`config.mk`:
```
export PLATFORM = sky130hd
export DESIGN_NAME = wdt_top
export DESIGN_NICKNAME = d
export VERILOG_FILES = /design/src/rtl/wdt_pkg.sv /design/src/rtl/wdt_cnt.sv /design/src/rtl/wdt_top.sv
export SDC_FILE = /design/constraint.sdc
export NUM_CORES = 1
export LEC_CHECK = 0
export BUFFER_PORTS_ARGS = -buffer_cell sky130_fd_sc_hd__buf_2
export CAP_MARGIN = 20
export CORE_MARGIN = 4
export CORE_UTILIZATION = 52
export DETAILED_ROUTE_END_ITERATION = 16
export PLACE_DENSITY = 0.88
export REMOVE_ABC_BUFFERS = 1
export SYNTH_ARGS = -nofsm -noshare
export SYNTH_HDL_FRONTEND = slang
export SYNTH_SLANG_ARGS = --single-unit
```
`constraint.sdc`:
```
create_clock -name aclk -period 4.1 [get_ports aclk]
set_input_delay 0.615 -clock aclk [delete_from_list [all_inputs] [get_ports aclk]]
set_output_delay 0.615 -clock aclk [all_outputs]
set_load 0.02 [all_outputs]
```
`src/rtl/wdt_pkg.sv`:
```
`default_nettype none

package wdt_pkg;

  // register map, byte addresses on the 32-bit bus
  localparam int unsigned ADDR_W = 4;
  localparam logic [ADDR_W-1:0] WDT_MODE_OFS   = 4'h0;
  localparam logic [ADDR_W-1:0] WDT_CLEAR_OFS  = 4'h4;
  localparam logic [ADDR_W-1:0] WDT_STATUS_OFS = 4'h8;

  // reset values and special codes
  localparam logic [7:0] WDT_MODE_RST  = 8'h67;
  localparam logic [7:0] WDT_CLEAR_RST = 8'h9A;
  localparam logic [7:0] WDT_CLEAR_KEY = 8'hAC;
  localparam logic [7:0] WDT_MODE_OFF  = 8'h00;
  localparam logic [7:0] WDT_MODE_MASK = 8'h7F;

  // mode register fields
  localparam int unsigned WDT_ACT_HI_BIT = 6;
  localparam int unsigned WDT_ACT_LO_BIT = 5;
  localparam int unsigned WDT_SEL4_BIT   = 4;
  localparam int unsigned WDT_SEL3_BIT   = 3;
  localparam int unsigned WDT_SEL_LO_MSB = 2;

  // status register fields
  localparam int unsigned WDT_ST_WRITTEN_BIT = 0;
  localparam int unsigned WDT_ST_RUN_BIT     = 1;
  localparam int unsigned WDT_ST_OSCSW_BIT   = 2;
  localparam int unsigned WDT_ST_OVF_BIT     = 3;

  // interval exponents: period is 2^(base + n) count-clock ticks
  localparam int unsigned CNT_W = 26;
  localparam logic [4:0] WDT_EXP_OSC  = 5'h0C;
  localparam logic [4:0] WDT_EXP_MAIN = 5'h12;
  localparam logic [4:0] WDT_EXP_SUB  = 5'h09;

  // bus codes
  localparam logic [1:0] WDT_RESP_OKAY   = 2'h0;
  localparam logic [1:0] WDT_RESP_SLVERR = 2'h2;
  localparam logic [3:0] WDT_STRB_BYTE0  = 4'h1;

  typedef enum logic [1:0] {
    WDT_SRC_OSC,
    WDT_SRC_MAIN,
    WDT_SRC_SUB
  } wdt_src_t;

endpackage

`default_nettype wire

```
`src/rtl/wdt_cnt.sv`:
```
`default_nettype none

module wdt_cnt (
  // clock and reset
  input  wire logic                      aclk,
  input  wire logic                      aresetn,
  // control
  input  wire logic                      clr,
  input  wire logic                      tick,
  input  wire logic [4:0]                exp_sel,
  // state
  output logic [wdt_pkg::CNT_W-1:0]      cnt_q,
  output logic                           ovf_q
);

  logic [wdt_pkg::CNT_W-1:0] term;
  logic                      hit;
  logic [wdt_pkg::CNT_W-1:0] cnt_d;

  assign term  = (wdt_pkg::CNT_W'(1) << exp_sel) - wdt_pkg::CNT_W'(1);
  assign hit   = tick && (cnt_q == term) && !clr;
  // wrap on overflow so a missed service repeats every interval
  assign cnt_d = (clr || hit) ? '0 : (tick ? cnt_q + wdt_pkg::CNT_W'(1) : cnt_q);

  always_ff @(posedge aclk) begin
    if (!aresetn) begin
      cnt_q <= '0;
      ovf_q <= 1'b0;
    end else begin
      cnt_q <= cnt_d;
      ovf_q <= hit;
    end
  end
endmodule

`default_nettype wire

```
`src/rtl/wdt_top.sv`:
```
`default_nettype none

module wdt_top (
  // clock and reset
  input  wire logic                        aclk,
  input  wire logic                        aresetn,
  // axi4-lite write address
  input  wire logic [wdt_pkg::ADDR_W-1:0]  awaddr,
  input  wire logic [2:0]                  awprot,
  input  wire logic                        awvalid,
  output logic                             awready,
  // axi4-lite write data
  input  wire logic [31:0]                 wdata,
  input  wire logic [3:0]                  wstrb,
  input  wire logic                        wvalid,
  output logic                             wready,
  // axi4-lite write response
  output logic [1:0]                       bresp,
  output logic                             bvalid,
  input  wire logic                        bready,
  // axi4-lite read address
  input  wire logic [wdt_pkg::ADDR_W-1:0]  araddr,
  input  wire logic [2:0]                  arprot,
  input  wire logic                        arvalid,
  output logic                             arready,
  // axi4-lite read data
  output logic [31:0]                      rdata,
  output logic [1:0]                       rresp,
  output logic                             rvalid,
  input  wire logic                        rready,
  // count-clock ticks, one aclk cycle each
  input  wire logic                        osc_tick,
  input  wire logic                        main_tick,
  input  wire logic                        sub_tick,
  // system state
  input  wire logic                        osc_stab,
  // requests
  output logic                             wd_reset_request,
  output logic                             wd_nmi_request,
  output logic                             cpu_clk_int_osc
);

  // bus channel state
  logic                       awready_q;
  logic                       awready_d;
  logic                       wready_q;
  logic                       wready_d;
  logic                       aw_full_q;
  logic                       aw_full_d;
  logic                       w_full_q;
  logic                       w_full_d;
  logic [wdt_pkg::ADDR_W-1:0] awaddr_q;
  logic [7:0]                 wdata_q;
  logic [3:0]                 wstrb_q;
  logic                       bvalid_q;
  logic                       bvalid_d;
  logic [1:0]                 bresp_q;
  logic                       arready_q;
  logic                       arready_d;
  logic                       rvalid_q;
  logic                       rvalid_d;
  logic [31:0]                rdata_q;
  logic [1:0]                 rresp_q;

  // watchdog state
  logic [7:0]                 mode_q;
  logic [7:0]                 clear_q;
  logic                       mode_written_q;
  logic                       run_q;
  logic                       rst_req_q;
  logic                       nmi_req_q;
  logic                       osc_sw_q;
  logic                       ovf_seen_q;
  logic [wdt_pkg::CNT_W-1:0]  cnt;
  logic                       ovf;

  // handshakes and decode
  logic                       aw_hs;
  logic                       w_hs;
  logic                       ar_hs;
  logic                       wr_do;
  logic                       wr_mode_sel;
  logic                       wr_clear_sel;
  logic                       wr_mapped;
  logic                       byte_ok;
  logic                       mode_we;
  logic                       clear_we;
  logic                       key_hit;
  logic                       rd_mode_sel;
  logic                       rd_clear_sel;
  logic                       rd_status_sel;
  logic                       rd_mapped;
  logic [7:0]                 status_val;
  logic [7:0]                 rd_byte;

  // counter control
  wdt_pkg::wdt_src_t          src;
  logic [4:0]                 exp_base;
  logic [4:0]                 exp_sel;
  logic                       tick;
  logic                       cnt_clr;
  logic                       act_hi;
  logic                       rst_fire;
  logic                       nmi_fire;
  logic                       sw_fire;

  // ---------------- write channel ----------------
  assign aw_hs = awvalid && awready_q;
  assign w_hs  = wvalid && wready_q;
  // address and data may come in either order; the write acts once both are held
  assign wr_do     = aw_full_q && w_full_q && !bvalid_q;
  assign aw_full_d = (aw_full_q || aw_hs) && !wr_do;
  assign w_full_d  = (w_full_q || w_hs) && !wr_do;
  assign bvalid_d  = wr_do || (bvalid_q && !bready);
  // one write in flight: no new address or data until the response is taken
  assign awready_d = !aw_full_d && !bvalid_d;
  assign wready_d  = !w_full_d && !bvalid_d;
  assign wr_mode_sel  = awaddr_q[wdt_pkg::ADDR_W-1:2] ==
                        wdt_pkg::WDT_MODE_OFS[wdt_pkg::ADDR_W-1:2];
  assign wr_clear_sel = awaddr_q[wdt_pkg::ADDR_W-1:2] ==
                        wdt_pkg::WDT_CLEAR_OFS[wdt_pkg::ADDR_W-1:2];
  assign wr_mapped    = wr_mode_sel || wr_clear_sel;
  // only a lone low-byte strobe counts as the byte access both registers need
  assign byte_ok      = wstrb_q == wdt_pkg::WDT_STRB_BYTE0;
  assign mode_we      = wr_do && wr_mode_sel && byte_ok && !mode_written_q;
  assign clear_we     = wr_do && wr_clear_sel && byte_ok;
  assign key_hit      = clear_we && (wdata_q == wdt_pkg::WDT_CLEAR_KEY);

  always_ff @(posedge aclk) begin
    if (!aresetn) begin
      awready_q <= 1'b0;
      wready_q  <= 1'b0;
      aw_full_q <= 1'b0;
      w_full_q  <= 1'b0;
      bvalid_q  <= 1'b0;
    end else begin
      awready_q <= awready_d;
      wready_q  <= wready_d;
      aw_full_q <= aw_full_d;
      w_full_q  <= w_full_d;
      bvalid_q  <= bvalid_d;
    end
  end

  always_ff @(posedge aclk) begin
    if (!aresetn) begin
      awaddr_q <= '0;
      wdata_q  <= 8'h00;
      wstrb_q  <= 4'h0;
      bresp_q  <= wdt_pkg::WDT_RESP_OKAY;
    end else begin
      if (aw_hs) begin
        awaddr_q <= awaddr;
      end
      if (w_hs) begin
        wdata_q <= wdata[7:0];
        wstrb_q <= wstrb;
      end
      // a late mode write is refused silently, a wrong width or address is an error
      if (wr_do) begin
        bresp_q <= (wr_mapped && byte_ok) ? wdt_pkg::WDT_RESP_OKAY : wdt_pkg::WDT_RESP_SLVERR;
      end
    end
  end

  // ---------------- read channel ----------------
  assign ar_hs     = arvalid && arready_q;
  assign rvalid_d  = ar_hs || (rvalid_q && !rready);
  assign arready_d = !rvalid_d;
  assign rd_mode_sel   = araddr[wdt_pkg::ADDR_W-1:2] ==
                         wdt_pkg::WDT_MODE_OFS[wdt_pkg::ADDR_W-1:2];
  assign rd_clear_sel  = araddr[wdt_pkg::ADDR_W-1:2] ==
                         wdt_pkg::WDT_CLEAR_OFS[wdt_pkg::ADDR_W-1:2];
  assign rd_status_sel = araddr[wdt_pkg::ADDR_W-1:2] ==
                         wdt_pkg::WDT_STATUS_OFS[wdt_pkg::ADDR_W-1:2];
  assign rd_mapped     = rd_mode_sel || rd_clear_sel || rd_status_sel;

  assign status_val = {4'h0, ovf_seen_q, osc_sw_q, run_q, mode_written_q};
  // mode stays readable any number of times
  assign rd_byte = rd_mode_sel  ? mode_q :
                   rd_clear_sel ? clear_q :
                   rd_status_sel ? status_val : 8'h00;

  always_ff @(posedge aclk) begin
    if (!aresetn) begin
      arready_q <= 1'b0;
      rvalid_q  <= 1'b0;
      rdata_q   <= 32'h0000_0000;
      rresp_q   <= wdt_pkg::WDT_RESP_OKAY;
    end else begin
      arready_q <= arready_d;
      rvalid_q  <= rvalid_d;
      if (ar_hs) begin
        rdata_q <= {24'h00_0000, rd_byte};
        rresp_q <= rd_mapped ? wdt_pkg::WDT_RESP_OKAY : wdt_pkg::WDT_RESP_SLVERR;
      end
    end
  end

  // ---------------- registers ----------------
  always_ff @(posedge aclk) begin
    if (!aresetn) begin
      mode_q         <= wdt_pkg::WDT_MODE_RST;
      clear_q        <= wdt_pkg::WDT_CLEAR_RST;
      mode_written_q <= 1'b0;
      run_q          <= 1'b1;
    end else begin
      if (mode_we) begin
        mode_q         <= wdata_q & wdt_pkg::WDT_MODE_MASK;
        mode_written_q <= 1'b1;
        // the only write that may stop it is the one write itself
        run_q          <= wdata_q != wdt_pkg::WDT_MODE_OFF;
      end
      if (clear_we) begin
        clear_q <= wdata_q;
      end
    end
  end

  // ---------------- interval selection ----------------
  assign src = mode_q[wdt_pkg::WDT_SEL4_BIT] ? wdt_pkg::WDT_SRC_SUB :
               mode_q[wdt_pkg::WDT_SEL3_BIT] ? wdt_pkg::WDT_SRC_MAIN :
                                               wdt_pkg::WDT_SRC_OSC;

  always_comb begin
    exp_base = wdt_pkg::WDT_EXP_OSC;
    tick     = 1'b0;
    unique case (src)
      wdt_pkg::WDT_SRC_OSC: begin
        exp_base = wdt_pkg::WDT_EXP_OSC;
        tick     = osc_tick;
      end
      wdt_pkg::WDT_SRC_MAIN: begin
        exp_base = wdt_pkg::WDT_EXP_MAIN;
        tick     = main_tick;
      end
      wdt_pkg::WDT_SRC_SUB: begin
        exp_base = wdt_pkg::WDT_EXP_SUB;
        tick     = sub_tick;
      end
      default: begin
        exp_base = wdt_pkg::WDT_EXP_OSC;
        tick     = 1'b0;
      end
    endcase
  end

  assign exp_sel = exp_base + {2'b00, mode_q[wdt_pkg::WDT_SEL_LO_MSB:0]};
  // a new mode restarts the count so the old interval cannot fire under it
  assign cnt_clr = key_hit || mode_we || !run_q;

  wdt_cnt u_cnt (
    .aclk    (aclk),
    .aresetn (aresetn),
    .clr     (cnt_clr),
    .tick    (tick),
    .exp_sel (exp_sel),
    .cnt_q   (cnt),
    .ovf_q   (ovf)
  );

  // ---------------- overflow action ----------------
  assign act_hi   = mode_q[wdt_pkg::WDT_ACT_HI_BIT];
  assign rst_fire = ovf && act_hi && !osc_stab;
  assign nmi_fire = ovf && !act_hi;
  // during stabilisation a reset would loop, so fall back to the oscillator
  assign sw_fire  = ovf && act_hi && osc_stab;

  always_ff @(posedge aclk) begin
    if (!aresetn) begin
      rst_req_q  <= 1'b0;
      nmi_req_q  <= 1'b0;
      osc_sw_q   <= 1'b0;
      ovf_seen_q <= 1'b0;
    end else begin
      rst_req_q  <= rst_fire;
      nmi_req_q  <= nmi_fire;
      osc_sw_q   <= osc_sw_q || sw_fire;
      ovf_seen_q <= ovf_seen_q || ovf;
    end
  end

  // ---------------- outputs ----------------
  assign awready          = awready_q;
  assign wready           = wready_q;
  assign bvalid           = bvalid_q;
  assign bresp            = bresp_q;
  assign arready          = arready_q;
  assign rvalid           = rvalid_q;
  assign rdata            = rdata_q;
  assign rresp            = rresp_q;
  assign wd_reset_request = rst_req_q;
  assign wd_nmi_request   = nmi_req_q;
  assign cpu_clk_int_osc  = osc_sw_q;
endmodule

`default_nettype wire

```
==> results_dict.tcl <==
set metrics [dict create \
    synth_edf_count 0 \
    grt_pass1_wl_mm 18.3 \
    hold_buffers 0 \
    clkSinkCount 79 \
    final-setup-viol-count 0 \
    ctsHtreeMaxLevel 3 \
    r2r_start "mode_q[4]" \
    post_cts_resized 0 \
    vdd_ir_drop_max_mv 0.235 \
    max_cap_viol_count 0 \
    core_sq_mm 0.00876 \
    cts_tree "done" \
    hold_violations 0 \
    nets 687 \
    fin_crit_sh 0.937 \
    wl_per_cell_um 15.1 \
    p_per_area_mw_per_mm2 318 \
    clock_latency_ps 370 \
    placed_area_sq_mm 0.00488 \
    drt_wl_total_mm 11.1 \
    path_cells "ha_1 -> ha_1 -> buf_4 -> a21boi_0 -> or3b_1 -> nor4_1 -> mux2i_1 -> xor2_1 -> o211ai_1 -> nor4_4 -> buf_4 -> and2_1" \
    clk_pin_slew_ps 90 \
    critPathArrivalTime_ps 4140 \
    r2r_slack_ps 260 \
    gp_congestion 0.898 \
    async_flop_share 0 \
    die-area_sq_mm 0.0106 \
    synth_area_per_cell_sq_um 7.92 \
    startpoint "mode_q[4]" \
    remaining_drc_errors 0 \
    layout_commonest_cell "nand2_1" \
    path_class "flip-flop to flip-flop" \
    grt_overflow 0 \
    fin_skew_ps 17.2 \
    grt_usage 0.215 \
    mappedNetlistArea_sq_mm 0.00468 \
    drive_gt1_frac 0.129 \
    run_status "finished clean" \
    clockBufferDepth 2 \
    crit_end "u_cnt.ovf_q" \
    ys_ff_latch 79 \
    drv_slew 0 \
    relSlewSlack 0.328 \
    critPathMaxStageDelay_ps 510 \
    p_leak_nw 2.14 \
    synth-main-ff-cell "dfxtp_1" \
    cts_setup_buffers 0 \
    cts-buffers-inserted 9 \
    clock-root-buffer "clkbuf_8" \
    grt_pass1_vias 3967 \
    rsz0062_at_grt "no" \
    synthDistinctLibCells 63 \
    cp-end-kind "flip-flop" \
    rows 34 \
    start_kind "flip-flop" \
    viasPerCell 5.67 \
    cp.required_ps 4400 \
    grt_max_degree 51 \
    holdCritPathClass "input port to flip-flop" \
    fin_tns_setup_ps 0 \
    worst_slew_pin_slew_ps 1010 \
    drt_iter0_drc 239 \
    path_max_fanout 26 \
    rr_worst_depth 12 \
    fillers 756 \
    fin_crit_ps 3840 \
    io_buffers 44 \
    die_w_um 103 \
    yosys_warnings 0 \
    synth_cells 591 \
    final_antenna_net_count 0 \
    yosysSeqAreaShare 0.338 \
    path_delay_family "simple AND/OR/NAND/NOR gates" \
    vias 4170 \
    drtPass1Iterations 5 \
    fin_area_sq_mm 0.00511 \
    initial_utilization 0.534 \
    critPathBufInv 2 \
    die_h_um 103 \
    rr_endpoint "u_cnt.ovf_q" \
    antenna_found_initial 0 \
    area_growth_pct 9.16 \
    worstSetupPathDepth 12 \
    dp_hpwl_mm 7.71 \
    antenna_cells 0 \
    num_io_pins 105 \
    crit_path_top_delay_cell "or3b_1" \
    fmax_mhz 260 \
    final_cell_mix "nand2_1, dfxtp_1, nor2_1" \
]
==> report_power, final <==
group / internal, mW / total (mW) / switching [mW]
clock: 0.358 / 0.689 / 0.331
sequential: 0.785 / 0.801 / 0.0153
combinational: 0.0488 / 0.136 / 0.0872
total: 1.19 / 1.63 / 0.433
==> through the flow <==
step	utilization	power (mW)	std cells	setup WS, ps	hold slack, ps
2_1_floorplan	-	0.905	558	-138	432
3_3_place_gp	0.557	0.947	719	513	448
3_5_place_dp	0.557	0.952	719	371	454
4_1_cts	0.583	1.63	735	305	413
5_1_grt	0.583	1.68	735	25.5	427
6_report	0.583	1.63	735	257	420
==> cell type report <==
class | count | area, sq um | share of cell area
sequential | 79 | 1580 | 0.309
inverter | 10 | 37.5 | 0.00734
clock buffer | 9 | 124 | 0.0242
clock inverter | 7 | 109 | 0.0213
tap | 108 | 135 | 0.0264
multi-input combinational | 469 | 2840 | 0.555
timing repair buffer | 53 | 288 | 0.0563
==> logic make-up after synthesis <==
logic type               count (synthesis)  synth area share
multiplexers                            21            0.0457
XOR/XNOR                                44            0.0823
AND/OR/NAND/NOR                        274             0.287
flip-flops                              79             0.338
adder cells (fa/ha/maj)                  4            0.0107
AO/OA/AOI/OAI                           98             0.156
other                                    2           0.00160
buffers and inverters                   69            0.0796
==> sequential cells by signal, summed over array words and instances (netlist names) <==
name	cells
arready	1
aw_full_q	1
awaddr_q	2
awready	1
bresp	1
bvalid	1
clear_q	8
cpu_clk_int_osc	1
mode_q	7
mode_written_q	1
ovf_seen_q	1
rdata	8
rresp	1
run_q	1
rvalid	1
u_cnt.cnt_q	26
u_cnt.ovf_q	1
w_full_q	1
wd_nmi_request	1
wd_reset_request	1
wdata_q	8
wready	1
wstrb_q	4
==> per-layer routing <==
metal | part of all wire | vias to the layer above | wire length (um) | global-route usage
li1 | - | 2056 | - | -
met1 | 0.41 | 1939 | 4570 | 0.261
met2 | 0.50 | 146 | 5550 | 0.377
met3 | 0.066 | 29 | 726 | 0.0440
met4 | 0.021 | 0 | 232 | 0.0707
met5 | 0 | - | 0 | 0
==> cells in the mapped netlist (3+ instances only) <==
master	count	area [sq um]
and3_1	12	75.1
nand2b_1	7	43.8
o21ai_0	7	35.0
nor2b_1	11	68.8
nand2_1	107	402
nor4_1	4	25.0
nor2_1	49	184
nor3b_1	4	30.0
a31oi_1	3	18.8
and2_1	9	56.3
nand3_1	19	95.1
nor3_1	18	90.1
xnor2_1	24	210
xor2_1	20	175
a21boi_0	27	203
ha_1	4	50.1
and4_1	4	35.0
inv_1	10	37.5
buf_4	26	195
dfxtp_1	79	1580
nand4_1	9	56.3
clkbuf_1	27	101
or4_1	4	30.0
a21oi_1	11	55.1
o21a_1	5	37.5
buf_1	3	11.3
o211ai_1	12	90.1
o211a_1	6	60.1
mux2i_1	18	180
or3_1	3	18.8
mux2_2	3	33.8
o2111ai_1	3	26.3
==> worst min path at each step <==
stage | from | end | slack, ps | cells after the start
2_1_floorplan | mode_q[6] | wd_nmi_request | 430 | 1
3_3_place_gp | rresp[1] | rresp[1] | 450 | 2
3_5_place_dp | wstrb_q[0] | wstrb_q[0] | 450 | 2
4_1_cts | osc_stab | wd_reset_request | 410 | 2
5_1_grt | osc_stab | wd_reset_request | 430 | 2
6_report | osc_stab | wd_reset_request | 420 | 2
No activity file was read; power rests on OpenSTA's default activity.
